`config.mk`:
```
export PLATFORM = sky130hd
export DESIGN_NAME = pcs_config_status
export DESIGN_NICKNAME = d
export VERILOG_FILES = /design/src/shared/pcs_pkg.sv /design/src/logic/pcs_config_status.sv
export SDC_FILE = /design/constraint.sdc
export NUM_CORES = 1
export LEC_CHECK = 0
export CAP_MARGIN = 20
export CORE_MARGIN = 2
export CORE_UTILIZATION = 40
export CTS_BUF_LIST = sky130_fd_sc_hd__clkbuf_2 sky130_fd_sc_hd__clkbuf_4 sky130_fd_sc_hd__clkbuf_8
export DETAILED_ROUTE_END_ITERATION = 16
export DONT_BUFFER_PORTS = 1
export PLACE_DENSITY = 0.6
export SLEW_MARGIN = 40
export SYNTH_ARGS = -nofsm -noshare
export SYNTH_HDL_FRONTEND = slang
export SYNTH_SLANG_ARGS = --single-unit
```
`constraint.sdc`:
```
create_clock -name clk_i -period 1.7 [get_ports clk_i]
set_clock_uncertainty 0.05 [all_clocks]
set_input_delay 0.34 -clock clk_i [delete_from_list [all_inputs] [get_ports clk_i]]
set_output_delay 0.34 -clock clk_i [all_outputs]
set_load 0.005 [all_outputs]
```
`src/shared/pcs_pkg.sv`:
```
//------------------------------------------------------------------------
//------------------------------------------------------------------------
package pcs_pkg;

  // ----------------------------------------------------------------------
  // Configuration map, dword byte addresses
  // ----------------------------------------------------------------------
  localparam logic [7:0] PCS_OFF_CMD_STAT = 8'h04;
  localparam logic [7:0] PCS_OFF_REV_CLS  = 8'h08;
  localparam logic [7:0] PCS_OFF_CLS_LAT  = 8'h0C;

  // Byte-level offsets of the registers
  localparam logic [7:0] PCS_OFF_COMMAND  = 8'h04;
  localparam logic [7:0] PCS_OFF_STATUS   = 8'h06;
  localparam logic [7:0] PCS_OFF_REVISION = 8'h08;
  localparam logic [7:0] PCS_OFF_CLASS    = 8'h09;
  localparam logic [7:0] PCS_OFF_CACHE_LN = 8'h0C;
  localparam logic [7:0] PCS_OFF_TENURE   = 8'h0D;

  // ----------------------------------------------------------------------
  // Command bit positions
  // ----------------------------------------------------------------------
  localparam int PCS_CMD_PARITY_RESPONSE_ENABLE = 6;
  localparam int PCS_CMD_SYSTEM_ERROR_ENABLE    = 8;

  // ----------------------------------------------------------------------
  // Status bit positions
  // ----------------------------------------------------------------------
  localparam int PCS_ST_PARITY_ERROR_SEEN       = 15;
  localparam int PCS_ST_SYSTEM_ERROR_SIGNALED   = 14;
  localparam int PCS_ST_MASTER_ABORT_RECEIVED   = 13;
  localparam int PCS_ST_TARGET_ABORT_RECEIVED   = 12;
  localparam int PCS_ST_TARGET_ABORT_SIGNALED   = 11;
  localparam int PCS_ST_DATA_PARITY_REPORTED    = 8;

  // Sticky flags as a mask, and the fixed read-only pattern
  localparam logic [15:0] PCS_ST_STICKY_MASK    = 16'hF900;
  localparam logic [15:0] PCS_ST_FIXED_VALUE    = 16'h0210;

  // ----------------------------------------------------------------------
  // Identity and reset values
  // ----------------------------------------------------------------------
  localparam logic [7:0]  PCS_REVISION_DEFAULT = 8'h5A; // Arbitrary value
  localparam logic [23:0] PCS_CLASS_CODE       = 24'h06_0700;
  localparam logic [7:0]  PCS_CACHE_LN_RESET   = 8'h00;
  localparam logic [7:0]  PCS_TENURE_RESET     = 8'h00;
  localparam logic [7:0]  PCS_TENURE_CNT_MAX   = 8'hFF;
  localparam logic [7:0]  PCS_TENURE_CNT_ONE   = 8'h01;

  // Whole register state of the block
  typedef struct packed {
    logic [15:0] status;
    logic        system_error_signaled_en;
    logic        par_resp_en;
    logic [7:0]  cache_ln;
    logic [7:0]  tenure_lim;
    logic [7:0]  tenure_cnt;
    logic [31:0] rdata;
    logic        ack;
  } pcs_state_s;

endpackage

```
`src/logic/pcs_config_status.sv`:
```
`timescale 1ns/1ps
`default_nettype none
module pcs_config_status #(
  parameter logic [7:0] REVISION = pcs_pkg::PCS_REVISION_DEFAULT
) (
  input  wire logic        clk_i,
  input  wire logic        sys_rst_i,
  // Configuration cycle port
  input  wire logic        cfg_req_i,
  input  wire logic        cfg_we_i,
  input  wire logic [7:0]  cfg_addr_i,
  input  wire logic [3:0]  cfg_be_i,
  input  wire logic [31:0] cfg_wdata_i,
  output logic      [31:0] cfg_rdata_o,
  output logic             cfg_ack_o,
  // Bus error events as one-cycle pulses, plus the master-active level
  input  wire logic        addr_parity_err_i,
  input  wire logic        data_parity_err_i,
  input  wire logic        perr_seen_i,
  input  wire logic        master_active_i,
  input  wire logic        master_abort_i,
  input  wire logic        target_abort_rcvd_i,
  input  wire logic        target_abort_sent_i,
  // Initiator tenure
  input  wire logic        frame_start_i,
  input  wire logic        init_busy_i,
  input  wire logic        gnt_i,
  output logic             end_tenure_o,
  // Controls seen by the rest of the device
  output logic             serr_drive_o,
  output logic      [7:0]  cache_line_size_o
);
  import pcs_pkg::*;

  // ----------------------------------------------------------------------
  // State
  // ----------------------------------------------------------------------
  pcs_state_s state_ff;
  pcs_state_s nxt_state;

  logic [15:0] set_vec;
  logic [15:0] clr_vec;
  logic [15:0] status_view;
  logic        wr_cmd_stat;
  logic        wr_cls_lat;
  logic        serr_now;
  logic        tenure_expired;

  // System error only for address parity with both enables
  assign serr_now = addr_parity_err_i && state_ff.system_error_signaled_en
                    && state_ff.par_resp_en;

  // Count reached limit while our transaction still runs
  assign tenure_expired = init_busy_i && !frame_start_i
                          && (state_ff.tenure_cnt >= state_ff.tenure_lim);

  // Give up the bus once grant is gone
  assign end_tenure_o = tenure_expired && !gnt_i;

  assign serr_drive_o      = serr_now;
  assign cfg_rdata_o       = state_ff.rdata;
  assign cfg_ack_o         = state_ff.ack;
  assign cache_line_size_o = state_ff.cache_ln;

  // Status as read: sticky flags over the fixed pattern
  assign status_view = (state_ff.status & PCS_ST_STICKY_MASK)
                       | PCS_ST_FIXED_VALUE;

  assign wr_cmd_stat = cfg_req_i && cfg_we_i
                       && (cfg_addr_i == PCS_OFF_CMD_STAT);
  assign wr_cls_lat  = cfg_req_i && cfg_we_i
                       && (cfg_addr_i == PCS_OFF_CLS_LAT);

  // ----------------------------------------------------------------------
  // Status event sources
  // ----------------------------------------------------------------------
  always_comb
  begin
    set_vec = 16'h0000;
    set_vec[PCS_ST_PARITY_ERROR_SEEN] = addr_parity_err_i
                                        || data_parity_err_i;
    set_vec[PCS_ST_SYSTEM_ERROR_SIGNALED] = serr_now;
    set_vec[PCS_ST_MASTER_ABORT_RECEIVED] = master_abort_i;
    set_vec[PCS_ST_TARGET_ABORT_RECEIVED] = target_abort_rcvd_i;
    set_vec[PCS_ST_TARGET_ABORT_SIGNALED] = target_abort_sent_i;
    set_vec[PCS_ST_DATA_PARITY_REPORTED]  = perr_seen_i
                                            && master_active_i
                                            && state_ff.par_resp_en;
  end

  // Write-one-to-clear, status sits in byte lanes 2 and 3
  always_comb
  begin
    clr_vec = 16'h0000;
    if (wr_cmd_stat)
    begin
      if (cfg_be_i[2])
        clr_vec[7:0] = cfg_wdata_i[23:16];
      if (cfg_be_i[3])
        clr_vec[15:8] = cfg_wdata_i[31:24];
    end
    clr_vec = clr_vec & PCS_ST_STICKY_MASK;
  end

  // ----------------------------------------------------------------------
  // Next state
  // ----------------------------------------------------------------------
  always_comb
  begin
    nxt_state = state_ff;
    // Set beats clear in the same cycle
    nxt_state.status = ((state_ff.status & ~clr_vec) | set_vec)
                       & PCS_ST_STICKY_MASK;

    // Command: only the two enables are kept
    if (wr_cmd_stat && cfg_be_i[0])
      nxt_state.par_resp_en =
        cfg_wdata_i[PCS_CMD_PARITY_RESPONSE_ENABLE];
    if (wr_cmd_stat && cfg_be_i[1])
      nxt_state.system_error_signaled_en =
        cfg_wdata_i[PCS_CMD_SYSTEM_ERROR_ENABLE];

    // Revision and class dword takes no writes
    if (wr_cls_lat && cfg_be_i[0])
      nxt_state.cache_ln = cfg_wdata_i[7:0];
    if (wr_cls_lat && cfg_be_i[1])
      nxt_state.tenure_lim = cfg_wdata_i[15:8];

    // Tenure counter: zero at frame start, then one per busy clock, holding at 8'hFF
    if (frame_start_i)
      nxt_state.tenure_cnt = 8'h00;
    else if (init_busy_i && (state_ff.tenure_cnt != PCS_TENURE_CNT_MAX))
      nxt_state.tenure_cnt = state_ff.tenure_cnt + PCS_TENURE_CNT_ONE;

    // Read data, answered one cycle after the request
    nxt_state.ack   = cfg_req_i;
    nxt_state.rdata = state_ff.rdata;
    if (cfg_req_i && !cfg_we_i)
    begin
      unique case (cfg_addr_i)
        PCS_OFF_CMD_STAT:
        begin
          nxt_state.rdata = {status_view, 16'h0000};
          nxt_state.rdata[PCS_CMD_PARITY_RESPONSE_ENABLE] =
            state_ff.par_resp_en;
          nxt_state.rdata[PCS_CMD_SYSTEM_ERROR_ENABLE] =
            state_ff.system_error_signaled_en;
        end
        PCS_OFF_REV_CLS:
          nxt_state.rdata = {PCS_CLASS_CODE, REVISION};
        PCS_OFF_CLS_LAT:
          nxt_state.rdata = {16'h0000, state_ff.tenure_lim,
                             state_ff.cache_ln};
        default:
          nxt_state.rdata = 32'h0000_0000;
      endcase
    end
  end

  // ----------------------------------------------------------------------
  // Registers
  // ----------------------------------------------------------------------
  always_ff @(posedge clk_i)
  begin
    if (sys_rst_i)
    begin
      state_ff.status      <= 16'h0000;
      state_ff.system_error_signaled_en  <= 1'b0;
      state_ff.par_resp_en <= 1'b0;
      state_ff.cache_ln    <= PCS_CACHE_LN_RESET;
      state_ff.tenure_lim  <= PCS_TENURE_RESET;
      state_ff.tenure_cnt  <= 8'h00;
      state_ff.rdata       <= 32'h0000_0000;
      state_ff.ack         <= 1'b0;
    end
    else
    begin
      state_ff <= nxt_state;
    end
  end

endmodule
`default_nettype wire

```
# Word-level counts from Yosys, hierarchy flattened
# Cells that the tools add are included.
# W data, S select, Z words.
totals:
  ff_bits: 75
  out_inout_bits: 43
op_classes:
  n_bitwise: 3
  add_sub_neg: 1
  order_cmp: 1
  eq_ne: 4
  mux: 4
  reduce_logical: 21
op_table:
  columns: ["op", "n"]
  rows:
  - ["$pmux W32 S3", 1]
  - ["$and A16 B16 Y16", 1]
  - ["$eq A8 B4 Y1 const B", 2]
  - ["$logic_and A1 B1 Y1", 16]
  - ["$mux W16", 1]
  - ["$mux W8", 2]
  - ["$not A16 Y16", 1]
  - ["$or A16 B16 Y16", 1]
  - ["$add A8 B1 Y8 const B", 1]
  - ["$eq A8 B3 Y1 const B", 1]
  - ["$ge A8 B8 Y1", 1]
  - ["$ne A8 B8 Y1 const B", 1]
  - ["$logic_not A1 Y1", 3]
  - ["$reduce_or A2 Y1", 1]
  - ["$logic_or A1 B1 Y1", 1]

# Logic depth before layout (Yosys ltp)
# Gate-level depths: netlist of the first run.
depth:
  word_depth: 6
  ltp_mapped: 6
  depth_no_buf: 6

# Least setup slack after synthesis of the first run
# OpenSTA, ideal clock, no wires.
synth_path:
  path_type: "register -> output"
  startpoint: "register state_ff[33] in the netlist's numbering"
  endpoint: "output port end_tenure_o"
  path_stages_with_launch: 7
  setup_slack_ns: -0.070
  arrival_time_ns: 1.380
  path_buffers: 0
  path_cell_list: "dfxtp_1 -> inv_1 -> ha_1 -> nand2b_1 -> a2111oi_0 -> or4_1 -> nand3_1"
synth_between:
  elab_chain_cells: 3
synth_rtl:
  columns: ["item", "line_no", "text"]
  rows:
  - ["start, declared", "pcs_config_status.sv:38", "pcs_state_s state_ff;"]
  - ["start signal, assigned", "pcs_config_status.sv:178", "state_ff <= nxt_state;"]
  - ["$ge A8 B8 Y1", "pcs_config_status.sv:55", "&& (state_ff.tenure_cnt >= state_ff.tenure_lim);"]
  - ["$logic_and A1 B1 Y1", "pcs_config_status.sv:55", null]
  - ["$logic_and A1 B1 Y1", "pcs_config_status.sv:58", "assign end_tenure_o = tenure_expired && !gnt_i;"]
  - ["end, declared", "pcs_config_status.sv:28", "output logic end_tenure_o,"]
# Every way passes these cells.

# Final worst setup path of the first run
# Ends and elaborated chain as after synthesis.

==> out/metrics.cfg, run 1 <==
[routing]
first_iter_violations = 69
wl_per_cell_um = 15.09
drc = 0
vias = 2101
ant_nets = 0
routed_via_density = 5.239
routed_wl_mm = 6.052
first_pass_iters = 4

[global_route]
grt_pass1_wl_mm = 9.059
antenna_found_initial = 0
grt_pass1_vias = 1852
grt_max_degree = 40
grt.total_usage = 0.1555
grt_overflow_total = 0

[critical_path]
arrival_ns = 1.75
timing.critical_path.to = end_tenure_o
required_ns = 1.31
reg2reg_to = state_ff[34]
cp_max_fo = 2
r2r-start = state_ff[34]
slowest_stage = or4_4
end_kind = primary output
cpPeakStageDelay_ns = 0.53
crit_chain = inv_2 > ha_4 > nand2b_4 > a2111oi_2 > or4_4 > nand3_2
reg2reg_slack_ns = 0.21
critical_path_class = flip-flop to primary output
start_kind = flip-flop
ff2ff_path_depth = 7
startpoint = state_ff[33]

[job]
drv_cap = 0

[yosys]
ys_ff_latch = 58
synth_area_mm2 = 0.002786
ys_warn_count = 0
async_flop_share = 0
synth_edf_count = 0
synthCells = 324
avgSynthCellArea_um2 = 8.600
synthFlopType = dfxtp_1
seq_area_frac_synth = 0.4167
ys_types = 38

[placement]
place_congestion = 0.7380
placed_area_mm2 = 0.002776
hpwl_mm = 4.404
portBuffers = 0

[clock_network]
post-cts-setup-buffers = 0
cts_buffers = 9
clockBufferDepth = 2
htree_levels = 3
cts-root-buf = clkbuf_8
cts_hold_buf = 0
cts_num_sinks = 58
clk_latency_ns = 0.33
cts_tree = yes
clk_pin_slew_ns = 0.07

[timing]
finalSetupTns_ns = -0.4390
tightest_slew_ns = 0.5120
fin_ws_ns = -0.4390
maxSlewHeadroom = 0.6583
period_needed_ns = 2.139
grt_setup_unrepaired = true
setup_viol = 1
period_share = 1.258
hold_viol = 0
hold_slack_ns = 0.02386
fmax_mhz = 467.5
slew_viol_final = 0

[cells_and_area]
regArea_mm2 = 0.001165
diodes = 0
nets = 383
layout-drive-gt1-share = 0.1994
fin_area_mm2 = 0.003069
area_growth_pct = 10.15
multi_input_area_mm2 = 0.001291
fill_cells = 665

[die]
die_width_um = 87.46
dieArea_mm2 = 0.007649
die_h_um = 87.46
core_mm2 = 0.006756
start_util = 0.4124
pin_count = 101
num_rows = 30

[outcome]
violations = setup timing
status = finished with violations

[hold_path]
min_from = sys_rst_i
holdCritPathClass = input port to flip-flop

[power_and_ir_drop]
p_leak_uw = 0.001192
ir_worst_vdd_mv = 0.4137
power_density_mw_per_mm2 = 947.8

[worst min path at each step]
stage | to | depth (start not counted)
after floorplan | cfg_rdata_o[0] | 2
after global placement | state_ff[47] | 1
after detailed placement | state_ff[45] | 1
after CTS | state_ff[73] | 1
after global routing | state_ff[47] | 1
final | state_ff[47] | 1
[report_power, final]
part | internal, uW | leakage (uW) | switching [uW]
clock network | 837 | 0.000114 | 592
registers | 1370 | 0.000471 | 9.24
logic | 43.5 | 0.000607 | 55.4
total | 2250 | 0.00119 | 657
[logic make-up after synthesis]
| family | after synthesis | share of synthesized area |
|---|---|---|
| AOI/OAI and AO/OA | 66 | 0.1527 |
| adders and majority gates | 9 | 0.04041 |
| buffers and inverters | 68 | 0.1464 |
| xor gates and xnor gates | 2 | 0.006288 |
| DFF | 58 | 0.4167 |
| muxes | 5 | 0.01841 |
| other | 1 | 0.001346 |
| and+or+nand+nor | 115 | 0.2178 |
[cell usage after synthesis (3+ instances only)]
cell,number,area share
mux2i_1,4,0.014
o2bb2ai_1,3,0.0094
and4_1,3,0.0094
a21oi_1,34,0.061
nand3_1,37,0.066
nand4_1,6,0.013
and3_1,6,0.013
nor2_1,16,0.022
nor2b_1,6,0.013
ha_1,9,0.040
clkbuf_1,10,0.013
dfxtp_1,58,0.42
inv_1,16,0.022
a311oi_1,5,0.016
a22o_1,13,0.041
o21ai_0,4,0.0072
nand2_1,29,0.039
buf_4,40,0.11
[layer usage]
layer / routed length (um) / GRT usage / part of all wire / up-vias
met2: 2739 / 0.2211 / 0.45 / 57
li1: - / - / - / 1083
met1: 2793 / 0.2056 / 0.46 / 953
met5: 0 / 0 / 0 / -
met3: 411 / 0.05498 / 0.068 / 8
met4: 108 / 0.08112 / 0.018 / 0
[layout make-up]
| cell class | count | area share |
|---|---|---|
| Tap cell | 80 | 0.03261 |
| Multi-Input combinational cell | 201 | 0.4207 |
| Timing Repair Buffer | 30 | 0.07338 |
| Clock buffer | 9 | 0.04036 |
| Clock inverter | 7 | 0.03384 |
| Inverter | 16 | 0.01957 |
| Sequential cell | 58 | 0.3795 |
[repair_timing]
| item | CTS | global route |
|---|---|---|
| resized for setup | 1 | 9 |
| endpoints found under the setup margin | 1 | 1 |
| pin swaps | 0 | 1 |
[registers in the layout, summed over array words and instances, names as in the netlist]
register and count:
state_ff 24, cache_line_size_o 8, cfg_ack_o 1, cfg_rdata_o 25
[stage by stage]
stage	worst slack [ns]	instances	power (uW)	utilization
floorplan	-0.05392	327	1500	-
global placement	-0.1265	385	1508	0.4109
detailed placement	-0.1187	385	1509	0.4109
CTS	-0.4955	401	2950	0.4454
global route	-0.4937	401	3024	0.4543
finish	-0.4390	401	2909	0.4543
[cell usage in the layout (no fill, tap or decap), types with 9 or more instances in the layout]
cell type	instances
nand2_1	29
buf_4	30
nor2_1	15
clkbuf_8	9
nand3_1	36
a22o_1	13
inv_1	15
a21oi_1	34
dfxtp_1	55
[worst max-delay path: cells and delay by family, from the launching register on]
kind | cells | cell delay [ns]
AOI/OAI and AO/OA | 1 | 0.05
adders and majority gates | 1 | 0.24
buffers and inverters | 1 | 0.05
DFF | 1 | 0.33
and+or+nand+nor | 3 | 0.74
No activity file was read; power rests on OpenSTA's default activity.
==> run 2: changes to the inputs <==
PLACE_DENSITY = 0.58   (was 0.6)
clock period = 2.7 ns   (was 1.7 ns; I/O delays follow)
==> run 2 against run 1 <==
Compared with the run above: the flow now finishes without violations; worst hold slack better by 0.21 ns; clock power is 18% lower; via count is 4.0% lower; core utilization is 3.2 points lower; register-to-register slack better by 0.93 ns; largest power group unchanged; power is 28% lower; first-iteration DRC count is 10% lower; global-route usage is 0.58 points higher; design area is 7.0% lower; die area stayed put.
==> out/metrics.cfg, run 2 (synthesis results as in run 1) <==
[clock_network]
clk_pin_slew_ns = 0.07  ; about the same
clockBufferDepth = 2  ; unchanged
cts_tree = yes
cts-root-buf = clkbuf_8
cts_num_sinks = 58  ; unchanged
clk_latency_ns = 0.33  ; about the same
htree_levels = 3  ; unchanged
cts_hold_buf = 0  ; unchanged
cts_resized = 0  ; -1
post-cts-setup-buffers = 0  ; unchanged
cts_buffers = 9  ; unchanged

[die]
die_width_um = 87.46  ; unchanged
start_util = 0.4124  ; unchanged
pin_count = 101  ; unchanged
die_h_um = 87.46  ; unchanged
core_mm2 = 0.006756  ; unchanged
num_rows = 30  ; unchanged
dieArea_mm2 = 0.007649  ; unchanged

[routing]
wl_per_cell_um = 16.18  ; +7.2%
first_pass_iters = 4  ; unchanged
drc = 0  ; unchanged
routed_wl_mm = 6.019  ; -0.55%
vias = 2016  ; -4.0%
ant_nets = 0  ; unchanged
first_iter_violations = 62  ; -10%
routed_via_density = 5.419  ; +3.4%

[outcome]
status = completed

[critical_path]
cp_max_fo = 3  ; +1
startpoint = state_ff[33]
start_kind = flip-flop
path_depth = 6  ; unchanged
slowest_stage = or4_1
reg2reg_to = state_ff[34]
required_ns = 2.11  ; +0.80 ns
ff2ff_path_depth = 5  ; -2
crit_chain = inv_1 > ha_1 > nand2b_1 > a2111oi_0 > or4_1 > nand3_1
critical_path_class = flip-flop to primary output
cp_num_buf_inv = 1  ; unchanged
crit_family = simple AND/OR/NAND/NOR gates
cpPeakStageDelay_ns = 0.53  ; about the same
reg2reg_slack_ns = 1.14  ; +0.93 ns
end_kind = primary output
r2r-start = state_ff[34]
arrival_ns = 1.85  ; +0.10 ns
timing.critical_path.to = end_tenure_o

[global_route]
grt_overflow_total = 0  ; unchanged
antenna_found_initial = 0  ; unchanged
grt_pass1_wl_mm = 9.377  ; +3.5%
grt_pass1_vias = 1890  ; +2.1%
grt_max_degree = 40  ; unchanged
grt.total_usage = 0.1613  ; +0.005840

[hold_path]
whs_path_depth = 1  ; unchanged
holdCritPathClass = input port to flip-flop

[timing]
fmax_mhz = 409.1
setup_viol = 0  ; -1
tightest_slew_ns = 0.5484  ; +0.03649 ns
hold_slack_ns = 0.2292  ; +0.2054 ns
finalSetupTns_ns = 0  ; +0.4390 ns
period_needed_ns = 2.444
slew_viol_final = 0  ; unchanged
fin_ws_ns = 0.2557  ; +0.6947 ns
period_share = 0.9053
grt_setup_unrepaired = false
maxSlewHeadroom = 0.6340  ; -0.02436
hold_viol = 0  ; unchanged

[power_and_ir_drop]
power_density_mw_per_mm2 = 731.1  ; -23%
ir_worst_vdd_mv = 0.3044  ; -26%
p_leak_uw = 0.001049  ; -12%

[cells_and_area]
stdcell_count = 372  ; -7.2%
layout-drive-gt1-share = 0.08219  ; -0.1172
area_growth_pct = 2.470
diodes = 0  ; unchanged
largest_register_ffs = 25  ; unchanged
fill_cells = 677  ; +1.8%
final_common_cell = dfxtp_1
layout_common_cells = dfxtp_1, nand3_1, a21oi_1
nets = 355  ; -7.3%

[job]
drv_cap = 0  ; unchanged

[placement]
portBuffers = 0  ; unchanged
place_congestion = 0.7497  ; +1.6%
hpwl_mm = 4.326  ; -1.8%
pre_cts_ws_ns = 0.5334  ; +0.6521 ns
place_inst = 357  ; -7.3%

## run 2: routing by layer
layer	part of all wire	GRT usage	wire, um
met5	0	0	0
met4	0.015	0.07133	89
met3	0.091	0.07583	548
met2	0.44	0.2321	2678
met1	0.45	0.2048	2702
## run 2: through the flow
stage / area, um^2 / utilization / power, uW
finish: 2855 / 0.4226 / 2088
global route: 2855 / 0.4226 / 2161
CTS: 2855 / 0.4226 / 2107
detailed placement: 2567 / 0.3800 / 941.8
global placement: 2565 / 0.3796 / 939.9
floorplan: 2798 / - / 944.3
## run 2: worst min-delay path by stage
stage / slack (ns) / end / from
finish: 0.23 / state_ff[47] / sys_rst_i
global route: 0.20 / state_ff[44] / sys_rst_i
CTS: 0.21 / state_ff[47] / sys_rst_i
detailed placement: 0.41 / cfg_rdata_o[24] / state_ff[67]
global placement: 0.40 / cfg_rdata_o[24] / state_ff[67]
floorplan: 0.38 / cfg_rdata_o[0] / cfg_rdata_o[0]
## run 2: cell type report
cell class	instances	area [um^2]	share of cell area
clock inverters	5	150.1	0.05259
inverters	16	60.06	0.02103
well taps	80	100.1	0.03506
clock buffers	10	137.6	0.04820
multi-input cells	201	1231	0.4312
repair buffers	2	15.01	0.005259
flip-flops and latches	58	1161	0.4067
## run 2: power breakdown
group / internal [uW] / total, uW / switching [uW]
clock: 820 / 1170 / 346
sequential: 864 / 870 / 6.08
combinational: 18.2 / 51.0 / 32.8
==> run 3: changes to the inputs <==
PLACE_DENSITY = 0.6   (was 0.58)
clock period = 2.1 ns   (was 2.7 ns; I/O delays follow)
==> run 3 against run 2 <==
Compared with the run above: wire length rose by 0.27%; worst hold slack got worse by 0.11 ns; global-route usage fell by 0.056 points; via count rose by 0.69%; the flow now finishes with violations (setup timing); sequential power rose by 29%.
==> out/metrics.cfg, run 3 (synthesis results as in run 1) <==
[outcome]
status = finished with violations
violations = setup timing

[global_route]
grt_pass1_vias = 1975  ; +4.5%
grt_pass1_wl_mm = 9.439  ; +0.66%
grt_max_degree = 40  ; unchanged
grt.total_usage = 0.1607  ; -0.0005585
grt_overflow_total = 0  ; unchanged
antenna_found_initial = 0  ; unchanged

[placement]
pre_cts_ws_ns = 0.1372  ; -0.3962 ns
place_congestion = 0.7758  ; +3.5%
hpwl_mm = 4.350  ; +0.57%
portBuffers = 0  ; unchanged

[critical_path]
reg2reg_to = state_ff[34]
crit_family = simple AND/OR/NAND/NOR gates
arrival_ns = 1.78  ; -0.07 ns
r2r-start = state_ff[34]
crit_chain = inv_2 > ha_1 > nand2b_1 > a2111oi_0 > or4_1 > nand3_2
end_kind = primary output
cpPeakStageDelay_ns = 0.54  ; about the same
cp_max_fo = 3  ; unchanged
path_depth = 6  ; unchanged
timing.critical_path.to = end_tenure_o
reg2reg_slack_ns = 0.56  ; -0.58 ns
required_ns = 1.63  ; -0.48 ns
startpoint = state_ff[33]
slowest_stage = or4_1
start_kind = flip-flop
ff2ff_path_depth = 5  ; unchanged
cp_num_buf_inv = 1  ; unchanged
critical_path_class = flip-flop to primary output

[power_and_ir_drop]
power_density_mw_per_mm2 = 781.8  ; +6.9%
ir_worst_vdd_mv = 0.4107  ; +35%
p_leak_uw = 0.001030  ; -1.8%
switching_share = 0.2239  ; +0.03961
pwr-share-seq = 0.509  ; +0.092
pwr-share-clk = 0.460  ; -0.099
internal-power_uw = 1705  ; +0.14%
power_switching_uw = 491.8  ; +28%
power_frac_comb = 0.031  ; +0.007

[routing]
first_pass_iters = 4  ; unchanged
vias = 2030  ; +0.69%
ant_nets = 0  ; unchanged
routed_via_density = 5.399  ; -0.38%
drc = 0  ; unchanged
first_iter_violations = 120  ; +94%
routed_wl_mm = 6.035  ; +0.27%
wl_per_cell_um = 16.05  ; -0.80%

[timing]
period_needed_ns = 2.252
fmax_mhz = 444.1
period_share = 1.072
grt_setup_unrepaired = true
hold_viol = 0  ; unchanged
fin_ws_ns = -0.1518  ; -0.4076 ns
tightest_slew_ns = 0.5510  ; +0.002536 ns
slew_viol_final = 0  ; unchanged
setup_viol = 1  ; +1
maxSlewHeadroom = 0.6323  ; -0.001692

[cells_and_area]
area_growth_pct = 0.8534
layout_common_cells = dfxtp_1, nand3_1, a21oi_1
final_util = 0.4159  ; -0.006667
nets = 359  ; +1.1%
layout-drive-gt1-share = 0.1115  ; +0.02929
largest_register_ffs = 25  ; unchanged
diodes = 0  ; unchanged
final_common_cell = dfxtp_1

[clock_network]
cts_tree = yes
clk_pin_slew_ns = 0.07  ; about the same
cts-root-buf = clkbuf_8
clockBufferDepth = 2  ; unchanged
cts_num_sinks = 58  ; unchanged
cts_buffers = 9  ; unchanged
clk_latency_ns = 0.33  ; about the same
post-cts-setup-buffers = 0  ; unchanged
htree_levels = 3  ; unchanged

[die]
pin_count = 101  ; unchanged
die_h_um = 87.46  ; unchanged
num_rows = 30  ; unchanged
start_util = 0.4124  ; unchanged
core_mm2 = 0.006756  ; unchanged
dieArea_mm2 = 0.007649  ; unchanged
die_width_um = 87.46  ; unchanged

[job]
drv_cap = 0  ; unchanged

[hold_path]
holdCritPathClass = input port to flip-flop

## run 3: power by group through the flow
stage | clock network, uW | registers [uW] | logic [uW]
6_report | 1010 | 1120 | 67.6
5_1_grt | 1070 | 1120 | 76.9
4_1_cts | 1040 | 1120 | 68.5
3_5_place_dp | 0 | 1140 | 67.9
3_3_place_gp | 0 | 1140 | 66.5
2_1_floorplan | 0 | 1140 | 73.6
## run 3: worst min path at each step
stage / from / end / depth (start not counted)
after floorplan: cfg_rdata_o[0] / cfg_rdata_o[0] / 2
after global placement: state_ff[67] / cfg_rdata_o[24] / 1
after detailed placement: state_ff[67] / cfg_rdata_o[24] / 1
after CTS: sys_rst_i / cache_line_size_o[3] / 1
after global routing: sys_rst_i / state_ff[45] / 1
final: sys_rst_i / state_ff[46] / 1
## run 3: worst register-to-register path: stages (launching register included)
cell and delay, ns:
dfxtp_1 0.38, ha_1 0.30, nand3_1 0.10, o21ai_0 0.33, mux2i_1 0.23, nor2_1 0.05
## run 3: final cells by class
class | count | area [um^2]
inverters | 16 | 60.06
clock buffers | 10 | 137.6
repair buffers | 6 | 45.04
fillers | 700 | 3946
well taps | 80 | 100.1
clock inverters | 5 | 55.05
flip-flops and latches | 58 | 1164
multi-input cells | 201 | 1249
## run 3: timing repair
action | in CTS | in global routing
gates cloned | 0 | 0
gates resized for setup | 4 | 1
setup endpoints to repair | 1 | 1
hold buffers | 0 | 0
## run 3: per-stage QoR
stage                     setup TNS, ns  hold slack (ns)  cells  total power (uW)  instance area [um^2]
final                           -0.1518           0.1161    376              2197                  2810
after global routing            -0.2323          0.09979    376              2265                  2810
after CTS                       -0.1824          0.08606    376              2225                  2798
after detailed placement              0           0.4077    361              1212                  2597
after global placement                0           0.4026    361              1210                  2595
after floorplan                       0           0.3823    327              1214                  2798
## run 3: per-layer routing
layer | up-vias | GRT usage | wire (um)
met2 | 52 | 0.2521 | 2895
met4 | 0 | 0.05035 | 73
met3 | 8 | 0.07014 | 442
met1 | 943 | 0.1985 | 2624
li1 | 1027 | - | -
met5 | - | 0 | 0
